**src/hdl/adc_ctrl_consts.svh**
```systemverilog
`ifndef ADC_CTRL_CONSTS_SVH
`define ADC_CTRL_CONSTS_SVH
// register indices on the plain port
`define OFS_CTRL0 4'h0
`define OFS_CTRL1 4'h1
`define OFS_CTRL2 4'h2
`define OFS_RES_HI 4'h3
`define OFS_RES_LO 4'h4
`define OFS_STATUS 4'h5
// control register 0 fields
`define CTRL0_ON_BIT 0
`define CTRL0_GO_BIT 1
`define CTRL0_CHS_LSB 2
// control register 1 fields
`define CTRL1_VREFP_BIT 0
`define CTRL1_VREFN_BIT 1
`define CTRL1_CLKSEL_BIT 2
`define CTRL1_RJUST_BIT 3
// status register fields
`define STAT_DONE_BIT 0
// reset values
`define CTRL0_RST 8'h00
`define CTRL1_RST 8'h00
`define CTRL2_RST 8'hFF
// timing
`define CLK_HZ 20000000
`define TAD_NS 1000
`define TAD_CYC ((`TAD_NS * (`CLK_HZ / 1000000) + 999) / 1000)
`define ACQ_TAD 2
`endif

```
**src/hdl/adc_ctrl_pkg.sv**
```systemverilog
`default_nettype none
package adc_ctrl_pkg;
  typedef enum logic [1:0] {ST_IDLE, ST_ACQ, ST_CONV, ST_DONE} conv_state_t;
  // analog front end control bundle
  typedef struct packed {
    logic sample;
    logic use_vref_pins_pos;
    logic use_vref_pins_neg;
    logic [3:0] channel;
    logic [9:0] dac_code;
  } afe_ctrl_t;
  // register bus request
  typedef struct packed {
    logic [3:0] addr;
    logic [7:0] wdata;
    logic wr;
    logic rd;
  } reg_req_t;
endpackage
`default_nettype wire

```
**src/hdl/sar_engine.sv**
```systemverilog
`timescale 1ns/1ps
`default_nettype none
// successive approximation register: one bit decided per step
module sar_engine #(
  parameter int WIDTH = 10
) (
  input wire logic clk,
  input wire logic nrst,
  input wire logic ce,
  input wire logic start,
  input wire logic abort,
  input wire logic step,
  input wire logic cmp_hi,
  output logic [WIDTH-1:0] code,
  output logic busy,
  output logic done
);
  logic [WIDTH-1:0] code_q;
  logic [WIDTH-1:0] bit_q;
  logic busy_q;
  logic done_q;
  // trial bit walks from msb down; comparator keeps or drops it
  always_ff @(posedge clk or negedge nrst) begin
    if (!nrst) begin
      code_q <= '0;
      bit_q <= '0;
      busy_q <= 1'b0;
      done_q <= 1'b0;
    end else if (ce) begin
      done_q <= 1'b0;
      if (abort) begin
        busy_q <= 1'b0;
        bit_q <= '0;
      end else if (start) begin
        busy_q <= 1'b1;
        bit_q <= {1'b1, {(WIDTH-1){1'b0}}};
        code_q <= {1'b1, {(WIDTH-1){1'b0}}};
      end else if (busy_q && step) begin
        code_q <= (cmp_hi ? code_q : (code_q & ~bit_q)) | (bit_q >> 1);
        bit_q <= bit_q >> 1;
        if (bit_q[0]) begin
          busy_q <= 1'b0;
          done_q <= 1'b1;
        end
      end
    end
  end
  assign code = code_q;
  assign busy = busy_q;
  assign done = done_q;
endmodule
`default_nettype wire

```
**src/hdl/adc_conversion_control.sv**
```systemverilog
// Strobed register access and the address map were chosen for this implementation.
`timescale 1ns/1ps
`default_nettype none
`include "adc_ctrl_consts.svh"
// Functional notes
// - finished result loads result register pair
// - completion clears conversion-in-progress bit one
// - completion sets the conversion done flag
// - reset restores control and status registers, not the result pair
// - reset turns module off, aborts conversion
// - power-on reset leaves result pair untouched
// - software picks supply rails or reference pins
// - conversions continue while device sleeps only on the rc clock
// - each converter pin analog or digital
// - successive approximation on held sample
module adc_conversion_control #(
  parameter int RES_BITS = 10,
  parameter int NUM_CH = 8
) (
  input wire logic CLK_SYS,
  input wire logic NRST,
  input wire logic CE,
  input wire logic POR_EVENT,
  input wire logic SLEEP,
  input wire logic RC_TICK,
  input wire logic [3:0] ADDR,
  input wire logic [7:0] WDATA,
  input wire logic WR,
  input wire logic RD,
  output logic [7:0] RDATA,
  input wire logic CMP_HI,
  output var adc_ctrl_pkg::afe_ctrl_t AFE,
  output logic [NUM_CH-1:0] PIN_ANALOG_EN,
  output logic BUSY
);
  import adc_ctrl_pkg::*;

  localparam int TAD_CYC = `TAD_CYC;
  localparam int TADW = $clog2(TAD_CYC + 1);

  reg_req_t req;
  conv_state_t state_q;
  logic [7:0] ctrl0_q;
  logic [7:0] ctrl1_q;
  logic [NUM_CH-1:0] ctrl2_q;
  logic [7:0] res_hi_q;
  logic [7:0] res_lo_q;
  logic done_flag_q;
  logic [TADW-1:0] tad_cnt_q;
  logic [1:0] acq_cnt_q;
  logic rc_s1_q;
  logic rc_s2_q;
  logic rc_s3_q;
  logic sleep_s1_q;
  logic sleep_s2_q;
  logic tick;
  logic sar_start;
  logic sar_done;
  logic sar_busy;
  logic [RES_BITS-1:0] sar_code;
  logic go_set;
  logic conv_abort;
  logic [7:0] rdata_d;
  logic [7:0] rdata_q;

  assign req = '{addr: ADDR, wdata: WDATA, wr: WR, rd: RD};

  // two-flop synchronisers for internal rc tick and sleep level
  always_ff @(posedge CLK_SYS or negedge NRST) begin
    if (!NRST) begin
      rc_s1_q <= 1'b0;
      rc_s2_q <= 1'b0;
      rc_s3_q <= 1'b0;
      sleep_s1_q <= 1'b0;
      sleep_s2_q <= 1'b0;
    end else if (CE) begin
      rc_s1_q <= RC_TICK;
      rc_s2_q <= rc_s1_q;
      rc_s3_q <= rc_s2_q;
      sleep_s1_q <= SLEEP;
      sleep_s2_q <= sleep_s1_q;
    end
  end

  // conversion clock: internal rc edges or divided system clock
  always_ff @(posedge CLK_SYS or negedge NRST) begin
    if (!NRST) begin
      tad_cnt_q <= '0;
    end else if (CE) begin
      if (tad_cnt_q == TADW'(TAD_CYC - 1)) begin
        tad_cnt_q <= '0;
      end else begin
        tad_cnt_q <= tad_cnt_q + 1'b1;
      end
    end
  end

  // in sleep only the rc source keeps ticking
  always_comb begin
    if (ctrl1_q[`CTRL1_CLKSEL_BIT]) begin
      tick = rc_s2_q & ~rc_s3_q;
    end else begin
      tick = (tad_cnt_q == TADW'(TAD_CYC - 1)) & ~sleep_s2_q;
    end
  end

  assign go_set = req.wr && (req.addr == `OFS_CTRL0) && req.wdata[`CTRL0_GO_BIT];
  assign conv_abort = !ctrl0_q[`CTRL0_ON_BIT];

  // sequencer: acquire, then approximate, then publish
  always_ff @(posedge CLK_SYS or negedge NRST) begin
    if (!NRST) begin
      state_q <= ST_IDLE;
      acq_cnt_q <= '0;
    end else if (CE) begin
      case (state_q)
        ST_IDLE: begin
          if (ctrl0_q[`CTRL0_GO_BIT] && ctrl0_q[`CTRL0_ON_BIT]) begin
            state_q <= ST_ACQ;
            acq_cnt_q <= '0;
          end
        end
        ST_ACQ: begin
          if (conv_abort) begin
            state_q <= ST_IDLE;
          end else if (tick) begin
            if (acq_cnt_q == 2'(`ACQ_TAD - 1)) begin
              state_q <= ST_CONV;
            end else begin
              acq_cnt_q <= acq_cnt_q + 1'b1;
            end
          end
        end
        ST_CONV: begin
          if (conv_abort) begin
            state_q <= ST_IDLE;
          end else if (sar_done) begin
            state_q <= ST_DONE;
          end
        end
        ST_DONE: begin
          state_q <= ST_IDLE;
        end
        default: begin
          state_q <= ST_IDLE;
        end
      endcase
    end
  end

  assign sar_start = (state_q == ST_ACQ) && tick && (acq_cnt_q == 2'(`ACQ_TAD - 1)) && !conv_abort;

  // approximation engine runs on the held sample
  sar_engine #(
    .WIDTH(RES_BITS)
  ) u_sar (
    .clk(CLK_SYS),
    .nrst(NRST),
    .ce(CE),
    .start(sar_start),
    .abort(conv_abort),
    .step(tick),
    .cmp_hi(CMP_HI),
    .code(sar_code),
    .busy(sar_busy),
    .done(sar_done)
  );

  // control register 0: enable, go bit, channel select
  always_ff @(posedge CLK_SYS or negedge NRST) begin
    if (!NRST) begin
      ctrl0_q <= `CTRL0_RST;
    end else if (CE) begin
      if (req.wr && req.addr == `OFS_CTRL0) begin
        ctrl0_q <= req.wdata;
        if (!req.wdata[`CTRL0_ON_BIT]) begin
          ctrl0_q[`CTRL0_GO_BIT] <= 1'b0;
        end
      end
      if (state_q == ST_DONE && !go_set) begin
        ctrl0_q[`CTRL0_GO_BIT] <= 1'b0;
      end
    end
  end

  // control registers 1 and 2: references, clock, pin modes
  always_ff @(posedge CLK_SYS or negedge NRST) begin
    if (!NRST) begin
      ctrl1_q <= `CTRL1_RST;
      ctrl2_q <= NUM_CH'(`CTRL2_RST);
    end else if (CE) begin
      if (req.wr && req.addr == `OFS_CTRL1) begin
        ctrl1_q <= req.wdata;
      end
      if (req.wr && req.addr == `OFS_CTRL2) begin
        ctrl2_q <= req.wdata[NUM_CH-1:0];
      end
    end
  end

  // result pair: loaded only on completion, never on reset
  always_ff @(posedge CLK_SYS) begin
    if (CE && NRST && !POR_EVENT && state_q == ST_DONE) begin
      if (ctrl1_q[`CTRL1_RJUST_BIT]) begin
        res_hi_q <= {6'h00, sar_code[9:8]};
        res_lo_q <= sar_code[7:0];
      end else begin
        res_hi_q <= sar_code[9:2];
        res_lo_q <= {sar_code[1:0], 6'h00};
      end
    end
  end

  // done flag: set wins over a software clear in the same cycle
  always_ff @(posedge CLK_SYS or negedge NRST) begin
    if (!NRST) begin
      done_flag_q <= 1'b0;
    end else if (CE) begin
      if (state_q == ST_DONE) begin
        done_flag_q <= 1'b1;
      end else if (req.wr && req.addr == `OFS_STATUS && req.wdata[`STAT_DONE_BIT]) begin
        done_flag_q <= 1'b0;
      end
    end
  end

  // read mux, answered in the following cycle
  always_comb begin
    rdata_d = 8'h00;
    case (req.addr)
      `OFS_CTRL0: rdata_d = ctrl0_q;
      `OFS_CTRL1: rdata_d = ctrl1_q;
      `OFS_CTRL2: rdata_d = 8'(ctrl2_q);
      `OFS_RES_HI: rdata_d = res_hi_q;
      `OFS_RES_LO: rdata_d = res_lo_q;
      `OFS_STATUS: rdata_d = {7'h00, done_flag_q};
      default: rdata_d = 8'h00;
    endcase
  end

  // read data stand one enabled cycle per read strobe cycle, and hold while clock enable is low
  always_ff @(posedge CLK_SYS or negedge NRST) begin
    if (!NRST) begin
      rdata_q <= 8'h00;
    end else if (CE) begin
      rdata_q <= req.rd ? rdata_d : 8'h00;
    end
  end

  assign RDATA = rdata_q;

  // analog front end drive
  always_comb begin
    AFE.sample = (state_q == ST_ACQ);
    AFE.use_vref_pins_pos = ctrl1_q[`CTRL1_VREFP_BIT];
    AFE.use_vref_pins_neg = ctrl1_q[`CTRL1_VREFN_BIT];
    AFE.channel = ctrl0_q[`CTRL0_CHS_LSB +: 4];
    AFE.dac_code = sar_code;
  end

  assign PIN_ANALOG_EN = ctrl2_q;
  assign BUSY = sar_busy | (state_q != ST_IDLE);

endmodule
`default_nettype wire

```
**config.mk**
```make
export PLATFORM = sky130hd
export DESIGN_NAME = adc_conversion_control
export DESIGN_NICKNAME = d
export VERILOG_FILES = /design/src/hdl/adc_ctrl_pkg.sv /design/src/hdl/sar_engine.sv /design/src/hdl/adc_conversion_control.sv
export VERILOG_INCLUDE_DIRS = /design/src /design/src/hdl
export SDC_FILE = /design/constraint.sdc
export NUM_CORES = 1
export LEC_CHECK = 0
export BUFFER_PORTS_ARGS = -buffer_cell sky130_fd_sc_hd__buf_2
export CAP_MARGIN = 20
export CORE_MARGIN = 1
export CORE_UTILIZATION = 50
export DETAILED_ROUTE_END_ITERATION = 6
export PLACE_DENSITY_LB_ADDON = 0.05
export SLEW_MARGIN = 5
export SYNTH_ARGS = -nofsm -noshare
export SYNTH_HDL_FRONTEND = slang
export SYNTH_SLANG_ARGS = --single-unit
```
**constraint.sdc**
```tcl
create_clock -name CLK_SYS -period 2.5 [get_ports CLK_SYS]
set_input_delay 0.25 -clock CLK_SYS [delete_from_list [all_inputs] [get_ports CLK_SYS]]
set_output_delay 0.25 -clock CLK_SYS [all_outputs]
set_load 0.02 [all_outputs]
```
# Word-level counts from Yosys, hierarchy flattened
# Index checks and enable logic that the tools add are counted.
# totals
ff_bits	85
in_bits	21
out_inout_bits	34
word_cells	122
# op_classes
addsub	2
n_eq_ne	19
n_mux	37
n_bitwise	8
reduce_logical	34
# ops
cell	n
$mux 10	6
$pmux 8 s6	1
$mux 2	12
$mux 8	2
$logic_and 1x1->1	15
$mux 1	13
$reduce_and 2->1	6
$and 10x10->10	1
$not 10->10	1
$or 10x9->10	1
$reduce_bool 2->1	5
$ne 3x2->1 const B	3
$eq 4x2->1 const B	2
$eq 4x3->1 const B	2
$pmux 2 s4	1
$ne 3x1->1 const B	2
$reduce_and 3->1	2
$reduce_and 6->1	1
$add 5x1->5 const B	1
$eq 5x5->1 const B	1
$mux 5	1
$reduce_and 5->1	1
$eq 2x1->1 const B	2
$eq 2x2->1 const B	2
other kinds (11)	16

# Depth between registers and ports, before layout
# depth
depth_word	8
ltp_mapped	8
mapped_depth_nobuf	6

# Cells and area by module
# Synthesis repeated with hierarchy kept, for this count alone.
# hier_totals
cells_unflattened	303
area_unflattened_um2	3953.8
# modules_own_cells
mod	instances	cells_per_inst	area_per_inst_um2	seq_area_each_um2
adc_conversion_control	1	236	3049.2	1666.6
sar_engine	1	67	904.6	550.5

# Worst setup path before layout
# Ideal clock, no wire load.
# synth_timing
path_type	input port to flip-flop
start	input CE
end	register res_hi_q[0] (enable)
setup_time_ns	0.413
arrival_time_ns	2.116
required_ns	2.087
path_slack_ns	-0.029
path_stages	4
n_path_buf	2
path_cell_list	buf_4 -> clkbuf_1 -> nand3_1 -> nor3b_1
# synth_between
elab_chain_len	3
# synth_lines
item	line_no	source
start, declared	adc_conversion_control.sv:22	input wire logic CE,
$logic_and 1x1->1 (3 in series)	adc_conversion_control.sv:203	if (CE && NRST && !POR_EVENT && state_q == ST_DONE) begin
end signal, assigned	adc_conversion_control.sv:205	res_hi_q <= {6'h00, sar_code[9:8]};
end signal, assigned	adc_conversion_control.sv:208	res_hi_q <= sar_code[9:2];
end, declared	adc_conversion_control.sv:46	logic [7:0] res_hi_q;
# No other way between the ends.
# A chain may end at the register's enable or synchronous reset.

# Worst setup path after layout
# layout_timing
start	register acq_cnt_q[0]
end	register u_sar.bit_q[6]
# layout_between
elab_chain_len	5
elab_cells_between_ends	7
cone_classes	2 x eq/ne; 2 x mux; 3 x reduce/logical
# layout_lines
item	line_no	source
start, declared	adc_conversion_control.sv:50	logic [1:0] acq_cnt_q;
start signal, assigned	adc_conversion_control.sv:130	acq_cnt_q <= acq_cnt_q + 1'b1;
$eq 2x1->1 (*)	adc_conversion_control.sv:151	assign sar_start = (state_q == ST_ACQ) && tick && (acq_cnt_q == 2'(`ACQ_TAD - 1)) && !conv_abort;
$logic_and 1x1->1 (*) (2 in series)	adc_conversion_control.sv:151	
$ne 3x1->1 (no source line) / $mux 10 (equally long branches)	n/a	
$reduce_and 2->1 (no source line) / $mux 10 (equally long branches)	n/a	
end signal, assigned	sar_engine.sv:36	bit_q <= {1'b1, {(WIDTH-1){1'b0}}};
end signal, assigned	sar_engine.sv:40	bit_q <= bit_q >> 1;
end, declared	sar_engine.sv:19	logic [WIDTH-1:0] bit_q;
# Every way passes the cells marked *; elsewhere a longest branch is shown, timed or not.

==> metrics <==
clock-pin slew on the worst setup and hold paths 0.09 ns; post-layout min period about 2.1 ns; global-route wire length before repair between 10000 and 15000 um; Seq/Total Area, Yosys 0.559; Final setup viols 0; Sink Count 85; P&R area growth vs syn 12.0%; Post-CTS Hold Buffers 0; Die X slightly above 90 um; VDD IR max 0.275 mV; share of post-route cells with drive strength above 1 0.339; Ys Warns 0; final hold vios 0; TNS Setup 0 ns; initial antenna violation count 0; hold slack 0.129 ns; mapped cell area between 3000 and 4000 um^2; largest net degree at the start of global routing 70; post-DR wirelength/cell between 15 and 20 um; skew final between 0.01 and 0.015 ns; Worst EP required approximately 2.8 ns; Die ar. 8300 um^2; Detail Placement HPWL between 5000 and 6000 um; run status finished, final reports clean; Post-CTS Setup Inserts 0; drt first pass iters 4; max frequency ~490 MHz; dpl cells between 400 and 500; pwr/cell area 691 nW/um^2; Num CTS Buffers 9; Slew HR 0.417; Core Util, Final 0.578; worst-path fanout max 19; DR vias 2634; Rows 32; Static Leakage roughly 2.2 nW; GRT overflow 0; # port buffers 54; Resize count post-CTS 0; footprint of the multi-input gates between 1500 and 2000 um^2; Starting DRT DRC Count between 100 and 150; R2R Setup Slk 0.44 ns; pin slew with the least headroom to its limit 0.874 ns; GRT Total Usage 0.212; CP startpoint kind flop; Synth Area in Compound Gates 0.140; largest family of logic cells by synthesized area compound AO/OA/AOI/OAI gates; Setup crit end kind flop; fill count approximately 660; # DRC 0; post-synthesis mux area share 0.137; Ports 55; Nets between 300 and 400; MaxCap Viol Count 0; Clock Latency Late Sink 0.35 ns; via/cell ratio ~5.6; Syn Inst Count 318; Syn Nets 341; fin crit share 0.822; Reg area about 2200 um^2; Final Max Slew Viols 0; Routed Antenna Nets 0; syn avg cell area around 12 um^2; core area around 7700 um^2; RSZ-0062 raised after global routing no; commonest non-fill, non-tap cell in the layout dfrtp_1; final wirelength between 8000 and 9000 um; Tot Pwr about 3 mW; Initial Util 0.516; min-delay worst type in -> reg; fin cells between 400 and 500; vias in the first global route 2609; Crit path arrival time between 2 and 2.5 ns; Synth Register Bits between 80 and 90; count of cell types in the netlist 45; Synth Area in XOR/XNOR 0.00221; Final Wtd Congestion 0.799; critical path type reg -> reg; CTS Root Cell clkbuf_8; commonest cells after routing, fill and taps aside dfrtp_1 (61), buf_2 (54), mux2_2 (33); maximum clock path buffer count 2; n_diodes 0; simple logic cell fraction of the synthesized area 0.112; Adder-Cell Fraction of Synth Area 0.00631; CTS tree built; H-tree depth 3; Die Ht about 91 um
-- power by group --
group / total (mW) / leakage [nW] / switching (mW) / internal (mW)
clock network: 0.878 / 0.0878 / 0.513 / 0.365
logic: 0.500 / 0.987 / 0.264 / 0.236
registers: 1.69 / 1.08 / 0.139 / 1.55
-- worst max-delay path, cell delays in order (launching register included) --
cell,delay [ns]
dfrtp_1,0.42
ha_1,0.23
and3b_1,0.34
and3b_1,0.74
a22o_1,0.25
-- cell usage after synthesis --
library cell	n	area, um^2
dfrtp_1	61	1530
mux2_2	33	372
nand2_1	22	82.6
a22o_1	21	184
mux2i_1	17	170
edfxtp_1	16	480
a21oi_1	12	60.1
a21o_1	10	75.1
nor2b_1	10	62.6
clkbuf_1	9	33.8
buf_2	8	40.0
buf_4	8	60.1
dfstp_2	8	210
o2bb2ai_1	8	70.1
nand3_1	7	35.0
o21ai_0	7	35.0
o22ai_1	7	43.8
and2_1	6	37.5
inv_1	5	18.8
and3_1	4	25.0
nor2_1	4	15.0
a211o_1	3	26.3
nor3_1	3	15.0
and3b_1	2	17.5
buf_6	2	22.5
ha_1	2	25.0
nand4_1	2	12.5
nor3b_1	2	15.0
nor4b_1	2	17.5
or3_1	2	12.5
a211oi_1	1	7.51
a221o_1	1	10.0
and3_2	1	7.51
nand3b_1	1	7.51
nand4b_1	1	8.76
nand4bb_1	1	11.3
nand4bb_4	1	27.5
nor3_4	1	16.3
o22ai_2	1	12.5
o311ai_0	1	8.76
o311ai_2	1	16.3
o31ai_1	1	7.51
or3_2	1	7.51
or3b_1	1	8.76
xnor2_1	1	8.76
-- stage by stage --
step	instance area, um^2	setup WS (ns)
floorplan	3970	0.522
global placement	4270	0.462
detailed placement	4270	0.477
CTS	4450	0.454
global route	4450	0.296
finish	4450	0.445
-- sequential cells by signal, summed over array words and instances, names as in the netlist, 2 cells and up --
signal and cells:
PIN_ANALOG_EN 8, RDATA 8, res_hi_q 8, state_q 2, u_sar.code 10, res_lo_q 8
acq_cnt_q 2, ctrl1_q 8, tad_cnt_q 5, u_sar.bit_q 10, ctrl0_q 8
-- cell families (layout without fill, tap and decap cells) --
kind of cell | count (synthesis) | count (layout)
mux | 50 | 50
fa+ha+maj | 2 | 2
simple gates | 74 | 74
xor+xnor | 1 | 1
buf+inv | 32 | 83
compound gates | 74 | 74
flops | 85 | 85
-- cell type report --
class                   instances  share of cell area
clock buffers                   9              0.0279
clock inverters                 7              0.0107
inverters                       5             0.00422
multi-input cells             201               0.355
flip-flops and latches         85               0.499
well taps                     102              0.0287
repair buffers                 62              0.0743
-- per-layer routing --
layer | GRT usage | routed length [um]
met1 | 0.305 | 4150
met2 | 0.326 | 3760
met3 | 0.0335 | 241
met4 | 0.0728 | 104
met5 | 0 | 0
-- path summary, 6_finish.rpt --
| kind | end | start | cells after the start |
|---|---|---|---|
| max in group asynchronous | u_sar.code[2]$_DFFE_PN0P_ | NRST | 2 |
| min in group asynchronous | RDATA[0]$_DFFE_PN0P_ | NRST | 2 |
| min | sleep_s1_q$_DFFE_PN0P_ | SLEEP | 2 |
| min reg2reg | RDATA[4]$_DFFE_PN0P_ | RDATA[4]$_DFFE_PN0P_ | 1 |
| max reg2reg | u_sar.bit_q[6]$_DFFE_PN0P_ | acq_cnt_q[0]$_DFFE_PN0P_ | 4 |
| max | u_sar.bit_q[6]$_DFFE_PN0P_ | acq_cnt_q[0]$_DFFE_PN0P_ | 4 |
Power figures use the tool's default switching activity.
